$ cat src/pkg/warn_pkg.sv
// package for the warning source mask and saturation detect block
// assumes a single 125 MHz clock domain and an avalon-mm register slave
package warn_pkg;
   // ==========================================================
   // register word offsets (printed offsets are not word aligned)
   localparam logic [7:0] idx_latched_mask = 8'h1F;
   localparam logic [7:0] idx_live_mask = 8'h20;
   localparam logic [7:0] idx_sat_config = 8'h21;
   localparam logic [7:0] idx_status = 8'h30;
   // reset values
   localparam logic [7:0] rst_latched_mask = 8'h04;
   localparam logic [7:0] rst_live_mask = 8'h00;
   localparam logic [7:0] rst_sat_config = 8'h00;
   // latched mask field positions
   localparam int lat_clip = 6;
   localparam int lat_inv_clock = 5;
   localparam int lat_shutdown = 4;
   localparam int lat_power = 3;
   localparam int lat_overtemp = 2;
   localparam int lat_foldback = 1;
   localparam int lat_current = 0;
   // live mask field positions
   localparam int live_inv_clock = 5;
   localparam int live_shutdown = 4;
   localparam int live_power = 3;
   localparam int live_overtemp = 2;
   localparam int live_foldback = 1;
   localparam int live_unfinished = 0;
   // saturation config field positions
   localparam int sat_enable = 6;
   localparam int sat_level_lo = 4;
   localparam int pair_b_to_group_two = 3;
   localparam int pair_b_to_group_one = 2;
   localparam int pair_a_to_group_two = 1;
   localparam int pair_a_to_group_one = 0;

   // ==========================================================
   // latched flag set
   typedef struct packed {
      logic [3:0] clip;
      logic inv_clock;
      logic [3:0] overtemp_shutdown_flag;
      logic shutdown_global;
      logic battery_undervoltage;
      logic battery_overvoltage;
      logic stage_supply_undervoltage;
      logic stage_supply_overvoltage;
      logic digital_supply_power_on_reset;
      logic gate_drive_supply_fault;
      logic [3:0] overtemp_warning_flag;
      logic overtemp_global;
      logic thermal_foldback_warning;
      logic [3:0] current_limit_source;
   } latched_flags_type;

   // live flag set
   typedef struct packed {
      logic inv_clock;
      logic [3:0] overtemp_shutdown_flag;
      logic shutdown_global;
      logic battery_undervoltage;
      logic battery_overvoltage;
      logic stage_supply_undervoltage;
      logic stage_supply_overvoltage;
      logic gate_drive_supply_fault;
      logic [3:0] overtemp_warning_flag;
      logic overtemp_global;
      logic thermal_foldback_warning;
      logic [3:0] load_diagnostics;
   } live_flags_type;

   // saturation detector outputs toward the pins
   typedef struct packed {
      logic enable;
      logic [1:0] saturation_threshold_level;
      logic group_two;
      logic group_one;
   } clip_out_type;
endpackage : warn_pkg

$ cat src/design/warn_source_merge.sv
// warning source merge: ors every enabled latched and live source
// assumes flags are synchronous to clk
`timescale 1ns/1ps
`default_nettype none
module warn_source_merge (
   // masks
   input wire logic [7:0] latched_mask,
   input wire logic [7:0] live_mask,
   // sources
   input wire warn_pkg::latched_flags_type lat,
   input wire warn_pkg::live_flags_type live,
   // result
   output logic warn_any
);
   // ==========================================================
   // combine sources
   always_comb begin
      warn_any = 1'b0;
      // latched sources; the reserved bit 7 is never looked at
      if (latched_mask[warn_pkg::lat_clip] && |lat.clip) begin
         warn_any = 1'b1;
      end
      if (latched_mask[warn_pkg::lat_inv_clock] && lat.inv_clock) begin
         warn_any = 1'b1;
      end
      if (latched_mask[warn_pkg::lat_shutdown] &&
          (|lat.overtemp_shutdown_flag || lat.shutdown_global)) begin
         warn_any = 1'b1;
      end
      if (latched_mask[warn_pkg::lat_power] &&
          (lat.battery_undervoltage || lat.battery_overvoltage ||
           lat.stage_supply_undervoltage || lat.stage_supply_overvoltage ||
           lat.digital_supply_power_on_reset ||
           lat.gate_drive_supply_fault)) begin
         warn_any = 1'b1;
      end
      if (latched_mask[warn_pkg::lat_overtemp] &&
          (|lat.overtemp_warning_flag || lat.overtemp_global)) begin
         warn_any = 1'b1;
      end
      if (latched_mask[warn_pkg::lat_foldback] &&
          lat.thermal_foldback_warning) begin
         warn_any = 1'b1;
      end
      if (latched_mask[warn_pkg::lat_current] &&
          |lat.current_limit_source) begin
         warn_any = 1'b1;
      end
      // live sources; bits 7:6 are reserved
      if (live_mask[warn_pkg::live_inv_clock] && live.inv_clock) begin
         warn_any = 1'b1;
      end
      if (live_mask[warn_pkg::live_shutdown] &&
          (|live.overtemp_shutdown_flag || live.shutdown_global)) begin
         warn_any = 1'b1;
      end
      if (live_mask[warn_pkg::live_power] &&
          (live.battery_undervoltage || live.battery_overvoltage ||
           live.stage_supply_undervoltage ||
           live.stage_supply_overvoltage ||
           live.gate_drive_supply_fault)) begin
         warn_any = 1'b1;
      end
      // live warning flags taken, the ambiguous stored naming is ignored
      if (live_mask[warn_pkg::live_overtemp] &&
          (|live.overtemp_warning_flag || live.overtemp_global)) begin
         warn_any = 1'b1;
      end
      if (live_mask[warn_pkg::live_foldback] &&
          live.thermal_foldback_warning) begin
         warn_any = 1'b1;
      end
      if (live_mask[warn_pkg::live_unfinished] &&
          !(&live.load_diagnostics)) begin
         warn_any = 1'b1;
      end
   end
endmodule : warn_source_merge
`default_nettype wire

$ cat src/design/clip_group_route.sv
// clip group routing: maps two channel pairs onto two detect groups
// assumes per-channel clip levels synchronous to clk
`timescale 1ns/1ps
`default_nettype none
module clip_group_route (
   // configuration
   input wire logic [7:0] sat_config,
   // channel clip levels, bit 0 is channel one
   input wire logic [3:0] clip_live,
   // groups
   output logic group_one,
   output logic group_two
);
   logic pair_a; // channel one or two clipping
   logic pair_b; // channel three or four clipping
   logic en; // detector enable
   // ==========================================================
   // routing
   always_comb begin
      en = sat_config[warn_pkg::sat_enable];
      pair_a = en && (clip_live[0] || clip_live[1]);
      pair_b = en && (clip_live[2] || clip_live[3]);
      // see R18
      group_one = (pair_a && sat_config[warn_pkg::pair_a_to_group_one]) ||
                  (pair_b && sat_config[warn_pkg::pair_b_to_group_one]);
      group_two = (pair_a && sat_config[warn_pkg::pair_a_to_group_two]) ||
                  (pair_b && sat_config[warn_pkg::pair_b_to_group_two]);
   end
endmodule : clip_group_route
`default_nettype wire

$ cat src/design/warning_signal_source_mask.sv
// warning signal source mask: three registers over avalon-mm that
// steer the warning output and the two clip detect groups
// assumes one clock, synchronous active-low reset, flags synchronous
//
// The Avalon-MM slave port is this design's own decision.
`timescale 1ns/1ps
`default_nettype none

// Overview of operation
// latched clip enable passes any stored clip
// latched invalid clock enable passes stored flag
// latched shutdown enable passes channel or global
// latched power enable passes six supply flags
// latched overtemp warning enable, resets to one
// latched foldback enable passes stored foldback warning
// latched current enable passes any channel limit
// latched mask resets to 04 hex
// live invalid clock enable passes live flag
// live shutdown enable passes channel or global
// live power enable passes five supply flags
// live overtemp enable passes live warnings
// live foldback enable passes live foldback
// unfinished diagnostics enable flags missing reports
// live mask resets to zero
// saturation config resets to zero, fixed layout
// clip detection only while enable set
// routing bits map pairs onto groups
// pair a reaches group via its bit
// warning is or of enabled sources
// reserved bits store and read, no effect
module warning_signal_source_mask (
   // clock and reset
   input wire logic clk,
   input wire logic nrst,
   // avalon-mm slave, word addressed
   input wire logic [7:0] address,
   input wire logic read,
   input wire logic write,
   input wire logic [31:0] writedata,
   output logic [31:0] readdata,
   output logic waitrequest,
   output logic [1:0] response,
   // diagnostic sources
   input wire warn_pkg::latched_flags_type latched_flags,
   input wire warn_pkg::live_flags_type live_flags,
   input wire logic [3:0] clip_live,
   // outputs
   output logic warning_active,
   output warn_pkg::clip_out_type clip_out
);
   // ==========================================================
   // state
   logic [7:0] latched_mask; // latched source enables
   logic [7:0] live_mask; // live source enables
   logic [7:0] sat_config; // saturation detect setup
   logic [7:0] next_latched_mask;
   logic [7:0] next_live_mask;
   logic [7:0] next_sat_config;
   logic next_ack; // answer cycle comes next
   logic [31:0] next_readdata;
   logic [1:0] next_response;
   logic next_warning;
   warn_pkg::clip_out_type next_clip_out;
   logic warn_any; // merged source level
   logic group_one;
   logic group_two;

   // bus state machine: idle, then one answer cycle
   typedef enum logic [0:0] {
      st_idle = 1'b0,
      st_answer = 1'b1
   } bus_state_type;
   bus_state_type state;
   bus_state_type next_state;

   // ==========================================================
   // address decode
   function automatic logic mapped(input logic [7:0] a);
      mapped = (a == warn_pkg::idx_latched_mask) ||
               (a == warn_pkg::idx_live_mask) ||
               (a == warn_pkg::idx_sat_config) ||
               (a == warn_pkg::idx_status);
   endfunction : mapped

   // ==========================================================
   // sources
   warn_source_merge merge (
      .latched_mask(latched_mask),
      .live_mask(live_mask),
      .lat(latched_flags),
      .live(live_flags),
      .warn_any(warn_any)
   );

   clip_group_route route (
      .sat_config(sat_config),
      .clip_live(clip_live),
      .group_one(group_one),
      .group_two(group_two)
   );

   // ==========================================================
   // next-state logic for registers and bus
   always_comb begin
      next_latched_mask = latched_mask;
      next_live_mask = live_mask;
      next_sat_config = sat_config;
      next_readdata = readdata;
      next_response = response;
      next_state = state;
      next_ack = 1'b0;
      case (state)
         st_idle: begin
            // a request is taken here; the answer comes next cycle
            if (read || write) begin
               next_state = st_answer;
               next_ack = 1'b1;
               next_response = mapped(address) ? 2'h0 : 2'h2;
               next_readdata = 32'h0;
               if (write) begin
                  // whole byte stored, reserved bits too
                  case (address)
                     warn_pkg::idx_latched_mask: begin
                        next_latched_mask = writedata[7:0];
                     end
                     warn_pkg::idx_live_mask: begin
                        next_live_mask = writedata[7:0];
                     end
                     warn_pkg::idx_sat_config: begin
                        next_sat_config = writedata[7:0];
                     end
                     default: begin
                        // status and unmapped words ignore writes
                     end
                  endcase
               end else begin
                  case (address)
                     warn_pkg::idx_latched_mask: begin
                        next_readdata = {24'h0, latched_mask};
                     end
                     warn_pkg::idx_live_mask: begin
                        next_readdata = {24'h0, live_mask};
                     end
                     warn_pkg::idx_sat_config: begin
                        next_readdata = {24'h0, sat_config};
                     end
                     warn_pkg::idx_status: begin
                        // registered warning output and the route groups before their register
                        next_readdata = {29'h0, group_two, group_one,
                                         warning_active};
                     end
                     default: begin
                        next_readdata = 32'h0;
                     end
                  endcase
               end
            end
         end
         st_answer: begin
            // master releases after seeing waitrequest low
            next_state = st_idle;
         end
         default: begin
            next_state = st_idle;
         end
      endcase
   end

   // ==========================================================
   // output next values; one cycle of register delay on each path
   always_comb begin
      next_warning = warn_any;
      next_clip_out.enable = sat_config[warn_pkg::sat_enable];
      next_clip_out.saturation_threshold_level =
         sat_config[warn_pkg::sat_level_lo +: 2];
      next_clip_out.group_one = group_one;
      next_clip_out.group_two = group_two;
   end

   // ==========================================================
   // registers
   always_ff @(posedge clk) begin
      if (!nrst) begin
         latched_mask <= warn_pkg::rst_latched_mask; // see R8
         live_mask <= warn_pkg::rst_live_mask;
         sat_config <= warn_pkg::rst_sat_config;
         state <= st_idle;
         readdata <= 32'h0;
         response <= 2'h0;
         warning_active <= 1'b0;
         clip_out <= '0;
      end else begin
         latched_mask <= next_latched_mask;
         live_mask <= next_live_mask;
         sat_config <= next_sat_config;
         state <= next_state;
         readdata <= next_readdata;
         response <= next_response;
         warning_active <= next_warning;
         clip_out <= next_clip_out;
      end
   end

   // ==========================================================
   // waitrequest is high except in the answer cycle; registered
   always_ff @(posedge clk) begin
      if (!nrst) begin
         waitrequest <= 1'b1;
      end else begin
         waitrequest <= !next_ack;
      end
   end
endmodule : warning_signal_source_mask
`default_nettype wire

$ cat config.mk
export PLATFORM = sky130hd
export DESIGN_NAME = warning_signal_source_mask
export DESIGN_NICKNAME = d
export VERILOG_FILES = /design/src/pkg/warn_pkg.sv /design/src/design/warn_source_merge.sv /design/src/design/clip_group_route.sv /design/src/design/warning_signal_source_mask.sv
export SDC_FILE = /design/constraint.sdc
export NUM_CORES = 1
export LEC_CHECK = 0
export ABC_AREA = 1
export BUFFER_PORTS_ARGS = -buffer_cell sky130_fd_sc_hd__buf_2
export CAP_MARGIN = 25
export CORE_MARGIN = 2
export CORE_UTILIZATION = 44
export DETAILED_ROUTE_END_ITERATION = 10
export GPL_ROUTABILITY_DRIVEN = 0
export PLACE_DENSITY = 0.82
export SLEW_MARGIN = 20
export SYNTH_ARGS = -nofsm -noshare
export SYNTH_HDL_FRONTEND = slang
export SYNTH_HIERARCHICAL = 1
export SYNTH_SLANG_ARGS = --single-unit
$ cat constraint.sdc
create_clock -name clk -period 1.65 [get_ports clk]
set_clock_uncertainty 0.05 [all_clocks]
set_input_delay 0 -clock clk [delete_from_list [all_inputs] [get_ports clk]]
set_output_delay 0 -clock clk [all_outputs]
set_load 0.03 [all_outputs]
After elaboration in Yosys (flattened, before gate mapping)
Cells that the tools add are included.

Register bits: 66. Word-level logic and storage cells: 89.

Equality and inequality tests: 4. Muxes and demuxes: 19. Bitwise gates (word level): 1. Reduce and logical (&&, ||, !) cells: 53.

Operator list (number): case mux 8 bit (4 select lines) (1); == test 8 x 6 -> 1 bit, second input constant (3); OR reduction 4 bit (6); logical OR 1 bit (21); logical AND 1 bit (19); AND reduction 4 bit (4); 2-to-1 mux 1 bit (15); == test 8 x 5 -> 1 bit, second input constant (1); 2-to-1 mux 8 bit (1); zero test 1 bit (2); 2-to-1 mux 2 bit (1); case mux 1 bit (2 select lines) (1); AND reduction 2 bit (1); inverter 1 bit (1).

Depth between registers and ports, before layout
Depth in word-level cells: 16. Gate-level depth with buffers: 10.

By module
The synthesis kept the hierarchy.

By module, submodules not included: warning_signal_source_mask (times used 1, cells an instance 279, area each 2020.7 um^2, seq. area each 820.8 um^2); warn_source_merge (times used 1, cells an instance 50, area each 210.2 um^2, seq. area each 0.0 um^2); clip_group_route (times used 1, cells an instance 12, area each 52.6 um^2, seq. area each 0.0 um^2).

Worst setup path before layout
OpenSTA, ideal clock, no wires.

Path type: register -> register. Start: register state. End: register live_mask[7]. Library setup time: 0.116 ns. Data arrival time: 1.007 ns. Data required time: 1.484 ns. Setup slack: 0.477 ns. Stages on the path, launching flop included: 7. Buffers on the path: 0. Period minus slack after synthesis: 1.173 ns. Cell sequence: dfxtp_1 > nor2_2 > inv_2 > nor2_8 > inv_2 > nor2_1 > nor2_1.

Cells in the longest elaborated chain, start to end: 2.

Ends and longest elaborated chain: start: declaration (line warning_signal_source_mask.sv:73) `bus_state_type state;`; start signal: assignment (line warning_signal_source_mask.sv:187) `state <= st_idle;`; start signal: assignment (line warning_signal_source_mask.sv:196) `state <= next_state;`; inverter 1 bit; AND reduction 4 bit (no source line); end signal: assignment (line warning_signal_source_mask.sv:185) `live_mask <= warn_pkg::rst_live_mask;`; end signal: assignment (line warning_signal_source_mask.sv:194) `live_mask <= next_live_mask;`; end: declaration (line warning_signal_source_mask.sv:54) `logic [7:0] live_mask;`.

No other way between the ends. A chain may end at the register's enable or synchronous reset.

Worst setup path after layout
Start: register state. End: register live_mask[5].

The elaborated chain is that of the path after synthesis.

==> run summary <==
Layout Cells excl Fill -> 510
Slew of the pin with the lowest slew margin -> 0.509 ns
Yosys cell types -> 23
Die H -> 76.0 um
RSZ-0062 raised after global routing -> no
Max-slew violations -> 0
Core ar. -> 5040 um^2
Setup TNS -> 0 ns
Largest area contributor in the netlist -> dfxtp_1
DR DRC count -> 0
Global route overflow -> 0
Post-Syn Area -> 2280 um^2
Number of synthesized register bits -> 41
Chip width -> 76.0 um
Cells after Synth -> 341
Async SR Flop Fraction -> 0%
I/O pins -> 136
Delay of the slowest cell on the worst path -> 0.33 ns
Port bufs -> 86
First-pass GRT wire length -> 9.52 mm
Main flop type after synthesis -> dfxtp_1
DP HPWL -> 4.12 mm
Layout cell share with drive strength beyond 1 -> 28.2%
Final core utilization -> 56.9%
CP required -> 1.79 ns
Placed cells -> 492
Vias in the first global route -> 2,346
Post-route clock period utilization -> 81.2%
WP data arrival -> 1.48 ns
Place WS -> 0.330 ns
Number of flops mapped to enable cells by yosys -> 0
Mapped Avg Cell Area -> 6.70 um^2
Fmax achieved -> 746 MHz
Initial antenna violation count -> 0
Status -> complete, no violations
CP Class -> reg -> reg
Worst-path clk slew -> 0.08 ns
Clk_lat worst skew -> 0.29 ns
CTS Buf Count -> 5
Pre-Repair DR Iteration Count -> 4
Pleak -> 0.00160 uW
Post-DRT Antenna Nets -> 0
Post-route setup slack -> 0.310 ns
CTS tree -> yes
Nature of the critical path startpoint -> register
Hold Fails Final Rpt -> 0
Largest vdd supply drop -> 0.464 mV
Largest net degree at the start of global routing -> 33
Most frequent cell after synthesis -> nand2_1
Initial detailed-routing violation count -> 107
Slew HR -> 66.1%
Slowest CP cell -> dfxtp_1
P&R area growth vs syn -> 25.6%
PwrDens -> 681 nW/um^2
Nets@finish -> 534
Die ar. -> 5780 um^2
Commonest cells in the netlist -> nand2_1, nor2_1, dfxtp_1, inv_1, nand3_1
Final WL -> 5.27 mm
Worst hold path type -> in -> reg
Top-area cell type share of the netlist area -> 35.9%
Standard-cell row count -> 26
N_diodes -> 0
Ys Warns -> 6
Tmin final -> 1.34 ns
Clock Root Buffer -> clkbuf_8
Share of the yosys chip area belonging to registers -> 35.9%
Crit end category -> register
Cell Chain, Critical Path -> nor2_2 -> inv_2 -> nor2_8 -> inv_2 -> nor2_1 -> nor2_1
Worst-path fanout max -> 9
Vias per cell -> 4.56
Gr usage total -> 19.6%
Clock sinks -> 41
Max clock buf depth -> 2
Routed vias -> 2,328
Initial Util -> 45.3%
H-tree levels -> 2
CTS resizes -> 0
Max-Cap Viols -> 0
Top cells by area, synth -> dfxtp_1, nand2_1, nor2_1, buf_4, nand3_1
Setup violations, final -> 0
Routed wire length per instance -> 10.3 um
==> sequential cells by signal (all words and copies together) (netlist names) <==
signal          count
latched_mask        8
warning_active      1
clip_out            5
waitrequest         1
response            1
readdata            8
sat_config          8
state               1
live_mask           8
==> per-stage QoR <==
stage / hold WS (ns) / cell area [um^2] / total power (uW)
6_report: 0.0488 / 2870 / 1950
3_3_place_gp: 0.218 / 2680 / 1310
4_1_cts: 0.0342 / 2870 / 1960
3_5_place_dp: 0.225 / 2680 / 1310
2_1_floorplan: 0.0383 / 2370 / 1250
5_1_grt: 0.0843 / 2870 / 2040
==> worst max-delay path, delay by kind of cell, from the launching register on <==
kind / cells / cell delay [ns]
flops: 1 / 0.33
simple gates: 4 / 0.62
buf+inv: 2 / 0.24
==> area by class of cell <==
type,instances,area (um^2)
fillers,489,2170
multi-input cells,257,1200
flip-flops and latches,41,821
repair buffers,96,531
inverters,38,143
well taps,70,87.6
clock buffers,6,72.6
clock inverters,2,15.0
==> timing repair <==
item,4_1_cts,5_1_grt
hold buffers,10,0
buffers inserted,0,0
endpoints found under the hold margin,24,0
==> metal layers <==
layer,wire length [um],GRT usage (%),up-vias
met3,425,4.27,12
met4,85,5.64,0
met5,0,0,-
li1,-,-,1203
met1,2090,21.9,1005
met2,2670,37.1,108
==> cells by family (layout without fill, tap and decap cells) <==
kind of cell / Yosys count / in the layout / synth area share, %
DFF: 41 / 41 / 35.9
buffers and inverters: 67 / 142 / 15.5
and+or+nand+nor: 200 / 200 / 40.8
other: 1 / 25 / 0.164
AOI/OAI and AO/OA: 32 / 32 / 7.67
==> final timing paths <==
path / start / endpoint / slack (ns) / depth (start not counted)
hold reg to reg: readdata[4] / readdata[4] / 0.40 / 2
setup / recovery: state / live_mask[5] / 0.31 / 6
hold / removal: write / state / 0.05 / 5
setup reg to reg: state / live_mask[5] / 0.31 / 6
==> placed cells by master (no fill, tap or decap), types with 6 or more instances in the layout <==
cell type / Yosys / layout
o21ai_0: 19 / 19
inv_2: 7 / 7
buf_2: 0 / 86
inv_1: 30 / 30
dfxtp_1: 41 / 41
nand2_1: 90 / 90
nor2_1: 57 / 57
nand2_2: 6 / 6
conb_1: 1 / 25
nand3_1: 27 / 27
dlygate4sd3_1: 0 / 10
==> report_power, final <==
group          switching (uW)  total [uW]  internal (uW)
Clock                     348         646            298
Combinational             198         305            107
Sequential               4.96        1000            998
(Power assumes the default switching activity.)
